## config.mk

```make
export PLATFORM = sky130hd
export DESIGN_NAME = ilp_incoming_lane_parity_check
export DESIGN_NICKNAME = d
export VERILOG_FILES = /design/src/logic/ilp_pkg.sv /design/src/logic/ilp_incoming_lane_parity_check.sv /design/src/logic/ilp_lane_check.sv
export SDC_FILE = /design/constraint.sdc
export NUM_CORES = 1
export LEC_CHECK = 0
export BUFFER_PORTS_ARGS = -buffer_cell sky130_fd_sc_hd__buf_2
export CAP_MARGIN = 10
export CORE_MARGIN = 2
export CORE_UTILIZATION = 57
export DETAILED_ROUTE_END_ITERATION = 12
export PLACE_DENSITY = 0.8
export SLEW_MARGIN = 40
export SYNTH_ARGS = -nofsm -noshare
export SYNTH_HDL_FRONTEND = slang
export SYNTH_HIERARCHICAL = 1
export SYNTH_SLANG_ARGS = --single-unit
```

## constraint.sdc

```tcl
create_clock -name i_core_clk -period 2.6 [get_ports i_core_clk]
set_clock_uncertainty 0.2 [all_clocks]
set_input_delay 0.13 -clock i_core_clk [delete_from_list [all_inputs] [get_ports i_core_clk]]
set_output_delay 0.13 -clock i_core_clk [all_outputs]
set_load 0.01 [all_outputs]
```

## src/logic/ilp_pkg.sv

```systemverilog
// Purpose: Shared constants for the incoming lane parity checker.
// Assumes: Four byte lanes, one core clock at 100 MHz.
// Notes:   Reset values and widths are named here once.
package ilp_pkg;

	localparam int unsigned LANE_COUNT = 4;
	localparam int unsigned LANE_WIDTH = 8;
	localparam int unsigned DATA_WIDTH = LANE_COUNT * LANE_WIDTH;
	localparam int unsigned SETTLE_EDGES = 2;
	localparam int unsigned SETTLE_WIDTH = 2;

	localparam logic [3:0] STICKY_RST = 4'h0;
	localparam logic [3:0] PULSE_RST = 4'h0;
	localparam logic [1:0] SETTLE_RST = 2'h0;
	localparam logic [1:0] SETTLE_LOAD = 2'h2;
	localparam logic [1:0] EDGE_HIST_RST = 2'h0;
	localparam logic MODE_RST = 1'b0;
	localparam logic FLAG_RST = 1'b0;

	typedef enum logic [1:0] {
		ILP_MODE_IDLE,
		ILP_MODE_SETTLE,
		ILP_MODE_RUN
	} ilp_state_e;

endpackage
```

## src/logic/ilp_incoming_lane_parity_check.sv

```systemverilog
// Purpose: Parity checker for the incoming byte-wide SONET/SDH lanes.
// Assumes: Lane pins and byte clocks are asynchronous to i_core_clk,
//          which is at least twice as fast as the fastest byte clock.
// Notes:   Configuration and clear inputs come from core-clock logic.
//
// Functional notes
// - Mode select high gives four STM-1 lanes, low one STM-4 lane.
// - Four-lane mode: lane 2 parity over data 15:8 plus optional signals.
// - Four-lane mode: lane 3 parity over data 23:16 plus optional signals.
// - Four-lane mode: lane 4 parity over data 31:24 plus optional signals.
// - Marker and payload enter parity only when their include bit is set.
// - Per lane, odd parity when sense bit high, else even parity.
// - Four-lane mode samples lanes 2 to 4 on the STM-1 clock edge.
// - Lane 1 covers data 7:0; STM-4 mode samples it on the fast clock.
`timescale 1ns/1ps
module ilp_incoming_lane_parity_check #(
	parameter int unsigned LANES = ilp_pkg::LANE_COUNT,
	parameter int unsigned WIDTH = ilp_pkg::LANE_WIDTH
) (
	input  wire logic                   i_core_clk,
	input  wire logic                   i_rst_n,
	input  wire logic                   i_stm1_byte_clock,
	input  wire logic                   i_stm4_byte_clock,
	input  wire logic                   i_lane_mode_select,
	input  wire logic [LANES*WIDTH-1:0] i_lane_data_in,
	input  wire logic [LANES-1:0]       i_frame_marker_in,
	input  wire logic [LANES-1:0]       i_payload_indicator_in,
	input  wire logic [LANES-1:0]       i_lane_parity_in,
	input  wire logic [LANES-1:0]       i_parity_include_marker,
	input  wire logic [LANES-1:0]       i_parity_include_payload,
	input  wire logic [LANES-1:0]       i_parity_odd_select,
	input  wire logic [LANES-1:0]       i_parity_err_clear,
	output logic      [LANES-1:0]       o_parity_err_sticky,
	output logic      [LANES-1:0]       o_parity_err_pulse,
	output logic      [LANES-1:0]       o_lane_checked,
	output logic                        o_four_lane_mode
);

	localparam int unsigned PIN_W = LANES * WIDTH + 3 * LANES + 3;

	// Every pin passes the same two flops, so data and clocks keep their
	// relative alignment; the byte clock edge is then found on stage two.
	logic [PIN_W-1:0] pins;
	logic [PIN_W-1:0] sync1_d;
	logic [PIN_W-1:0] sync1_q;
	logic [PIN_W-1:0] sync2_d;
	logic [PIN_W-1:0] sync2_q;

	logic [LANES*WIDTH-1:0] data_s;
	logic [LANES-1:0]       marker_s;
	logic [LANES-1:0]       payload_s;
	logic [LANES-1:0]       parity_s;
	logic                   stm1_clk_s;
	logic                   stm4_clk_s;
	logic                   mode_s;

	assign pins = {i_lane_mode_select, i_stm4_byte_clock,
		i_stm1_byte_clock, i_lane_parity_in, i_payload_indicator_in,
		i_frame_marker_in, i_lane_data_in};

	always_comb begin
		sync1_d = pins;
		sync2_d = sync1_q;
	end

	always_ff @(posedge i_core_clk or negedge i_rst_n) begin
		if (!i_rst_n) begin
			sync1_q <= '0;
			sync2_q <= '0;
		end else begin
			sync1_q <= sync1_d;
			sync2_q <= sync2_d;
		end
	end

	assign {mode_s, stm4_clk_s, stm1_clk_s, parity_s, payload_s,
		marker_s, data_s} = sync2_q;

	// Edge history of the two byte clocks, read from stage two only.
	logic [1:0] clk_hist_d;
	logic [1:0] clk_hist_q;
	logic       stm1_rise;
	logic       stm4_rise;

	always_comb begin
		clk_hist_d = {stm4_clk_s, stm1_clk_s};
		stm1_rise = stm1_clk_s & ~clk_hist_q[0];
		stm4_rise = stm4_clk_s & ~clk_hist_q[1];
	end

	always_ff @(posedge i_core_clk or negedge i_rst_n) begin
		if (!i_rst_n) begin
			clk_hist_q <= ilp_pkg::EDGE_HIST_RST;
		end else begin
			clk_hist_q <= clk_hist_d;
		end
	end

	// After reset or a mode change the source needs a couple of byte clock
	// edges to realign, so checking waits rather than flagging junk.
	ilp_pkg::ilp_state_e state_d;
	ilp_pkg::ilp_state_e state_q;
	logic                mode_d;
	logic                mode_q;
	logic [ilp_pkg::SETTLE_WIDTH-1:0] settle_d;
	logic [ilp_pkg::SETTLE_WIDTH-1:0] settle_q;
	logic                mode_edge;

	always_comb begin
		mode_d = mode_s;
		state_d = state_q;
		settle_d = settle_q;
		// Mode high means four separate lanes, low one fast lane.
		mode_edge = mode_s ? stm1_rise : stm4_rise;
		case (state_q)
			ilp_pkg::ILP_MODE_IDLE: begin
				settle_d = ilp_pkg::SETTLE_LOAD;
				state_d = ilp_pkg::ILP_MODE_SETTLE;
			end
			ilp_pkg::ILP_MODE_SETTLE: begin
				if (mode_s != mode_q) begin
					settle_d = ilp_pkg::SETTLE_LOAD;
				end else if (mode_edge) begin
					settle_d = settle_q - 1'b1;
					if (settle_q == 2'h1) begin
						state_d = ilp_pkg::ILP_MODE_RUN;
					end
				end
			end
			ilp_pkg::ILP_MODE_RUN: begin
				if (mode_s != mode_q) begin
					settle_d = ilp_pkg::SETTLE_LOAD;
					state_d = ilp_pkg::ILP_MODE_SETTLE;
				end
			end
			default: begin
				state_d = ilp_pkg::ILP_MODE_IDLE;
			end
		endcase
	end

	always_ff @(posedge i_core_clk or negedge i_rst_n) begin
		if (!i_rst_n) begin
			state_q <= ilp_pkg::ILP_MODE_IDLE;
			mode_q <= ilp_pkg::MODE_RST;
			settle_q <= ilp_pkg::SETTLE_RST;
		end else begin
			state_q <= state_d;
			mode_q <= mode_d;
			settle_q <= settle_d;
		end
	end

	// Per-lane sample strobes.
	logic [LANES-1:0] sample;
	logic             run;

	always_comb begin
		run = (state_q == ilp_pkg::ILP_MODE_RUN) && (mode_s == mode_q);
		sample = '0;
		if (run && mode_q) begin
			// All four lanes on the STM-1 byte clock.
			sample = {LANES{stm1_rise}};
		end else if (run) begin
			// Only lane 1, on the fast clock; lanes 2 to 4 are ignored,
			// whatever their pins carry, since their strobes stay low.
			sample[0] = stm4_rise;
		end
	end

	// Lane n checks data bits n*8-1:n*8-8 with its own options; lane 1 is
	// 7:0, lane 2 15:8, lane 3 23:16, lane 4 31:24.
	// Correctness depends on the source pairing each parity bit with its
	// own lane on the same edge.
	for (genvar g = 0; g < LANES; g++) begin : g_lane
		ilp_lane_check #(
			.WIDTH(WIDTH)
		) u_lane (
			.i_core_clk   (i_core_clk),
			.i_rst_n      (i_rst_n),
			.i_sample     (sample[g]),
			.i_data       (data_s[g*WIDTH +: WIDTH]),
			.i_marker     (marker_s[g]),
			.i_payload    (payload_s[g]),
			.i_parity     (parity_s[g]),
			.i_inc_marker (i_parity_include_marker[g]),
			.i_inc_payload(i_parity_include_payload[g]),
			.i_odd        (i_parity_odd_select[g]),
			.i_clear      (i_parity_err_clear[g]),
			.o_err_sticky (o_parity_err_sticky[g]),
			.o_err_pulse  (o_parity_err_pulse[g])
		);
	end

	// Registered strobe of checks performed, for counting by software.
	logic [LANES-1:0] checked_d;
	logic [LANES-1:0] checked_q;
	logic             four_d;
	logic             four_q;

	always_comb begin
		checked_d = sample;
		four_d = mode_q;
	end

	always_ff @(posedge i_core_clk or negedge i_rst_n) begin
		if (!i_rst_n) begin
			checked_q <= ilp_pkg::PULSE_RST;
			four_q <= ilp_pkg::MODE_RST;
		end else begin
			checked_q <= checked_d;
			four_q <= four_d;
		end
	end

	assign o_lane_checked = checked_q;
	assign o_four_lane_mode = four_q;

endmodule

```

## src/logic/ilp_lane_check.sv

```systemverilog
// Purpose: Parity check of one byte lane with optional marker and payload.
// Assumes: Inputs are already synchronised to i_core_clk.
// Notes:   Checks only in the cycle that i_sample is high.
`timescale 1ns/1ps
module ilp_lane_check #(
	parameter int unsigned WIDTH = 8
) (
	input  wire logic             i_core_clk,
	input  wire logic             i_rst_n,
	input  wire logic             i_sample,
	input  wire logic [WIDTH-1:0] i_data,
	input  wire logic             i_marker,
	input  wire logic             i_payload,
	input  wire logic             i_parity,
	input  wire logic             i_inc_marker,
	input  wire logic             i_inc_payload,
	input  wire logic             i_odd,
	input  wire logic             i_clear,
	output logic                  o_err_sticky,
	output logic                  o_err_pulse
);

	logic sum;
	logic mismatch;
	logic sticky_d;
	logic sticky_q;
	logic pulse_d;
	logic pulse_q;

	always_comb begin
		// Marker and payload join the sum only when enabled.
		sum = ^i_data ^ (i_inc_marker & i_marker)
			^ (i_inc_payload & i_payload) ^ i_parity;
		// Odd sense expects a total of one, even sense a total of zero.
		mismatch = sum ^ i_odd;
		pulse_d = i_sample & mismatch;
		// A new error beats a clear in the same cycle.
		if (pulse_d) begin
			sticky_d = 1'b1;
		end else if (i_clear) begin
			sticky_d = 1'b0;
		end else begin
			sticky_d = sticky_q;
		end
	end

	always_ff @(posedge i_core_clk or negedge i_rst_n) begin
		if (!i_rst_n) begin
			sticky_q <= ilp_pkg::FLAG_RST;
			pulse_q <= ilp_pkg::FLAG_RST;
		end else begin
			sticky_q <= sticky_d;
			pulse_q <= pulse_d;
		end
	end

	assign o_err_sticky = sticky_q;
	assign o_err_pulse = pulse_q;

endmodule

```

## Yosys cells after proc, flatten, opt, wreduce, memory -nomap -nowiden

Index checks and enable logic that the tools add are counted.

| storage, ports and cells | value |
|---|---|
| output and inout port bits | 13 |
| bits in registers | 114 |
| input port bits | 65 |

| operators by class | value |
|---|---|
| eq/ne operators | 10 |
| bitwise logic cells | 32 |
| reductions and logical operators | 14 |
| mux-type cells | 21 |
| $add $sub $neg | 1 |

Operators with widths:

| operator | count |
|---|---|
| 8-bit parity | 4 |
| 1-bit bitwise XOR | 16 |
| 1-bit AND | 14 |
| 2-bit 2-to-1 mux | 7 |
| 2-bit case mux with 3 select lines | 2 |
| 1-bit 2-to-1 mux | 11 |
| 2-bit inequality test (second input constant) | 4 |
| 2-bit nonzero test | 4 |
| 2-bit by 1-bit equality test with 1-bit output (second input constant) | 2 |
| 4-bit AND reduction | 1 |
| 3-bit 2-to-1 mux | 1 |
| 3-bit inequality test (second input constant) | 1 |
| 3-bit AND reduction | 1 |
| 3-bit nonzero test | 1 |
| 2-bit equality test (second input constant) | 1 |
| 1-bit logical AND | 2 |
| 2-bit zero test | 1 |
| 1-bit inverter | 2 |
| 2-bit by 1-bit subtractor with 2-bit output (second input constant) | 1 |
| 1-bit equality test | 1 |
| 1-bit inequality test | 1 |

## Logic depth before layout (Yosys ltp)

| depth | value |
|---|---|
| word-level depth | 7 |
| mapped depth | 4 |
| gate-level depth less buffers | 4 |

## Modules after synthesis

The synthesis kept the hierarchy.

By module, submodules not included:

| module | area an instance (µm²) | times used | cells each |
|---|---|---|---|
| ilp_incoming_lane_parity_check | 2826.5 | 1 | 134 |
| ilp_lane_check | 190.2 | 4 | 16 |

## Worst setup path before layout

Ideal clock, no wire load.

| timing | value |
|---|---|
| kind | reg-to-reg |
| start | register mode_q (netlist: four_d) |
| end | register settle_q[1] (netlist bit) |
| setup slack | 1.003 ns |
| data arrival time | 1.276 ns |
| required time | 2.280 ns |
| buffers on the path | 0 |
| cell stages (with the launch flop) | 4 |
| library setup time | 0.120 ns |
| clock period less this slack | 1.597 ns |
| cell sequence | dfrtp_1 -> xnor2_2 -> or4b_1 -> o211a_1 |

| between the ends | value |
|---|---|
| cells in the longest elaborated chain, start to end | 3 |

RTL lines:

| element | line | RTL |
|---|---|---|
| start: declaration | ilp_incoming_lane_parity_check.sv:104 | `logic mode_q;` |
| start signal: assignment | ilp_incoming_lane_parity_check.sv:145 | `mode_q <= ilp_pkg::MODE_RST;` |
| start signal: assignment | ilp_incoming_lane_parity_check.sv:149 | `mode_q <= mode_d;` |
| 1-bit inequality test * | ilp_incoming_lane_parity_check.sv:121, ilp_incoming_lane_parity_check.sv:131 |  |
| 3-bit inequality test (no source line) (tied with other cells) | - |  |
| 3-bit AND reduction (no source line) / 2-bit case mux with 3 select lines (equally long branches) | - |  |
| end signal: assignment | ilp_incoming_lane_parity_check.sv:146 | `settle_q <= ilp_pkg::SETTLE_RST;` |
| end signal: assignment | ilp_incoming_lane_parity_check.sv:150 | `settle_q <= settle_d;` |
| end: declaration | ilp_incoming_lane_parity_check.sv:106 | `logic [ilp_pkg::SETTLE_WIDTH-1:0] settle_q;` |

Every way passes the cells marked *; elsewhere a longest branch is shown, timed or not.
A chain may end at the register's enable or synchronous reset.

## Final worst setup path

| timing | value |
|---|---|
| start | register mode_q (netlist: four_d) |
| end | register g_lane[1].u_lane.sticky_q |

| between the ends | value |
|---|---|
| cells in the longest elaborated chain, start to end | 6 |

RTL lines:

| element | line | RTL |
|---|---|---|
| 1-bit equality test | ilp_incoming_lane_parity_check.sv:159 | `run = (state_q == ilp_pkg::ILP_MODE_RUN) && (mode_s == mode_q);` |
| 1-bit logical AND | ilp_incoming_lane_parity_check.sv:159 |  |
| 1-bit logical AND * | ilp_incoming_lane_parity_check.sv:161 | `if (run && mode_q) begin` |
| 3-bit 2-to-1 mux * | ilp_incoming_lane_parity_check.sv:161 |  |
| named net checked_d[1] | ilp_incoming_lane_parity_check.sv:196 | `logic [LANES-1:0] checked_d;` |
| 1-bit AND * | ilp_lane_check.sv:36 | `pulse_d = i_sample & mismatch;` |
| 1-bit 2-to-1 mux / 2-bit nonzero test (equally long branches) | - |  |
| end signal: assignment | ilp_lane_check.sv:49 | `sticky_q <= ilp_pkg::FLAG_RST;` |
| end signal: assignment | ilp_lane_check.sv:52 | `sticky_q <= sticky_d;` |
| end: declaration | ilp_lane_check.sv:26 | `logic sticky_q;` |

The timed path passes the listed nets; every way through them passes the cells marked *.

==> run metrics <==
reg2reg path depth=4; CP Max Fanout=10; Tot Pwr=3.14 mW; max_slew headroom=0.625; clk slew on worst S/H paths=0.10 ns; vias per cell=4.65; internal power=2.42 mW; XOR/XNOR Fraction of Synth Area=0.131; commonest cells in the netlist=dfrtp_1 (112), xnor2_1 (20), nand2_1 (8), xnor3_1 (8), inv_1 (6); largest area contributor in the netlist=dfrtp_1; critical path class=reg2reg; largest family of logic cells by synthesized area=XOR/XNOR gates; filler cell count=311; Die Span Y=83.3 microns; Skew-Pair Late Insertion Delay=0.37 ns; compound-gate portion of the synthesized area=0.0324; Post-synth EDFFs=0; cts bufs inserted=9; Mapped Nets=264; Via Count=1,944; minimum clock period=1.83 ns; maximum VDD drop=455 uV; Hold Vio Cnt, Final=0; reg2reg start=four_d; CTS tree=yes; crit share post-route=0.702; final slew viol count=0; Placeable Area=5990 sq um; multiplexer share of the synthesized area=0; vias in the first global route=2,184; CTS resizes=0; clock buffer depth=2; Synthesis Warnings=6; Post-DP HPWL=3470 microns; FF/Latch Area=2800 sq um; Post-synth ARST share=1.00; Yosys top cell area share=0.781; Placed Cells=349; Synth area leaders=dfrtp_1 (78%), xnor3_1 (5.0%), xnor2_1 (4.9%); # H-tree levels=3; area grow syn2layout=33.1%; DRC=0; first-pass GRT wire length=10,800 microns; cell class contributing the biggest share of worst-path delay=simple AND/OR/NAND/NOR gates; CTS Root Cell=clkbuf_8; GRT Total Usage=0.213; Cell Count, Final, Fillers Out=418; share of cells above drive strength 1=0.292; highest cell delay on the worst timing path=0.44 ns; actual transition at the worst max-transition pin=0.562 ns; pwr/cell area=659 nW/um^2; R2R setup slack=0.77 ns; f_max=0.548 GHz; count leader, synth=dfrtp_1; Hold WS=0.0971 ns; reg2reg end=g_lane[1].u_lane/o_err_sticky; switching share of power=0.231; DR iter-0 viols=82; die area=6940 sq um; multi-input logic area=747 sq um; Post-Syn Area per Cell=18.1 sq um; IO buf count=77; Reg power frac=0.590; Post-Synth Adder-Cell Area=0.00349; placer congestion estimate=0.759; initial antenna violation count=1; main flop type after synthesis=dfrtp_1; Cell Area, Synth=3590 sq um; io pins=78; RSZ-0062 raised after global routing=false; clock share of power=0.296; critical path required time=2.70 ns; antenna viol nets, final=0; sequential cell area fraction in the yosys report=0.781; Worst Path Buf+Inv=0; CTS Sinks=112; Routed WL per cell=16.0 microns; Psw=726 uW; Layout Nets=403; Syn Inst Count=198; Critical Path Slowest Stage Cell=dfrtp_1; Yosys reg bits=112; worst path cell trace=xnor2_2, nand3b_1, nor2_1, a22o_1; Critical Path Start Type=flip-flop; Combinational Power Share=0.115; worst hold path class=in2async; Die Width=83.3 microns; Post-Route Utilization=0.797; LEAKAGE=2.32 nW; CP Data Arrival Time=1.92 ns; setup_tns=0 ns; max-cap violation count=0; DRT Pass-1 Iters=4; Cell variety after synth=28; status=finished clean; total congestion overflow=0; Synth Area in Simple Gates=0.0408; wirelength, routed=6690 microns; CP Capture Type=flip-flop; setup violators final=0; largest net degree at the start of global routing=66; Initial Util=0.599; Rows=28
[repair_timing]
action                                  CTS  global route
endpoints found under the hold margin   115             0
hold buffers                             52             0
endpoints found under the setup margin    0             0
setup buffers                             0             0
[power by group through the flow]
stage                     clock [mW]  combinational [mW]  sequential (mW)
after floorplan                    0               0.183             1.88
after global placement             0               0.284             1.88
after detailed placement           0               0.293             1.89
after CTS                      0.926               0.355             1.85
after global routing            1.04               0.392             1.86
final                          0.930               0.360             1.85
[worst max path at each step]
| stage | start | endpoint | slack (ns) | cells after the start |
|---|---|---|---|---|
| after global routing | four_d | g_lane[1].u_lane/o_err_sticky | 0.56 | 4 |
| after CTS | four_d | g_lane[1].u_lane/o_err_sticky | 0.74 | 4 |
| after detailed placement | four_d | g_lane[1].u_lane/o_err_sticky | 0.80 | 4 |
| after floorplan | four_d | settle_q[1] | 1.00 | 3 |
| final | four_d | g_lane[1].u_lane/o_err_sticky | 0.77 | 4 |
| after global placement | four_d | g_lane[3].u_lane/o_err_pulse | 0.89 | 4 |
[per-layer routing]
metal	vias to the layer above	global-route usage	routed length (microns)
li1	917	-	-
met1	943	0.227	2470
met2	66	0.390	3720
met3	18	0.0467	284
met4	0	0.116	219
met5	-	0	0
[layout make-up]
cell class / instances / share of cell area
inverter: 6 / 0.00472
tap: 75 / 0.0197
sequential: 112 / 0.587
antenna: 1 / 0.000524
multi-input combinational: 78 / 0.156
timing repair buffer: 130 / 0.195
clock buffer: 11 / 0.0296
clock inverter: 5 / 0.00655
[layout by cell type, fill, tap and decap left out, types with 2 or more instances in the layout]
master / instances
a22o_1: 4
dfrtp_1: 112
nand2_1: 8
xnor3_1: 8
nand3b_1: 2
nand2b_1: 2
a21oi_1: 2
o211ai_1: 5
clkbuf_8: 10
inv_1: 6
clkinv_2: 3
dlygate4sd3_1: 52
and2_1: 4
xnor2_2: 5
xor2_1: 4
buf_2: 76
xnor2_1: 20
[flip-flops by register name, indices dropped and copies added, names as in the netlist]
signal	count
sync1_q	47
sync2_q	47
g_lane.u_lane/o_err_pulse	4
g_lane.u_lane/o_err_sticky	4
clk_hist_q	2
o_lane_checked	2
settle_q	2
state_q	2
four_d	1
o_four_lane_mode	1
[through the flow]
stage	worst slack (ns)	instance area, sq um
CTS	0.743	4770
global route	0.564	4770
global placement	0.892	4070
detailed placement	0.797	4070
floorplan	1.00	3590
finish	0.775	4770
[logic make-up (layout without fill, tap and decap cells)]
logic type               Yosys count  count (layout)
other                              0               1
AO/OA/AOI/OAI                     15              15
AND/OR/NAND/NOR                   25              25
adder cells (fa/ha/maj)            1               1
buffers and inverters              8             152
XOR/XNOR                          37              37
flip-flops                       112             112
No activity file was read; power rests on OpenSTA's default activity.
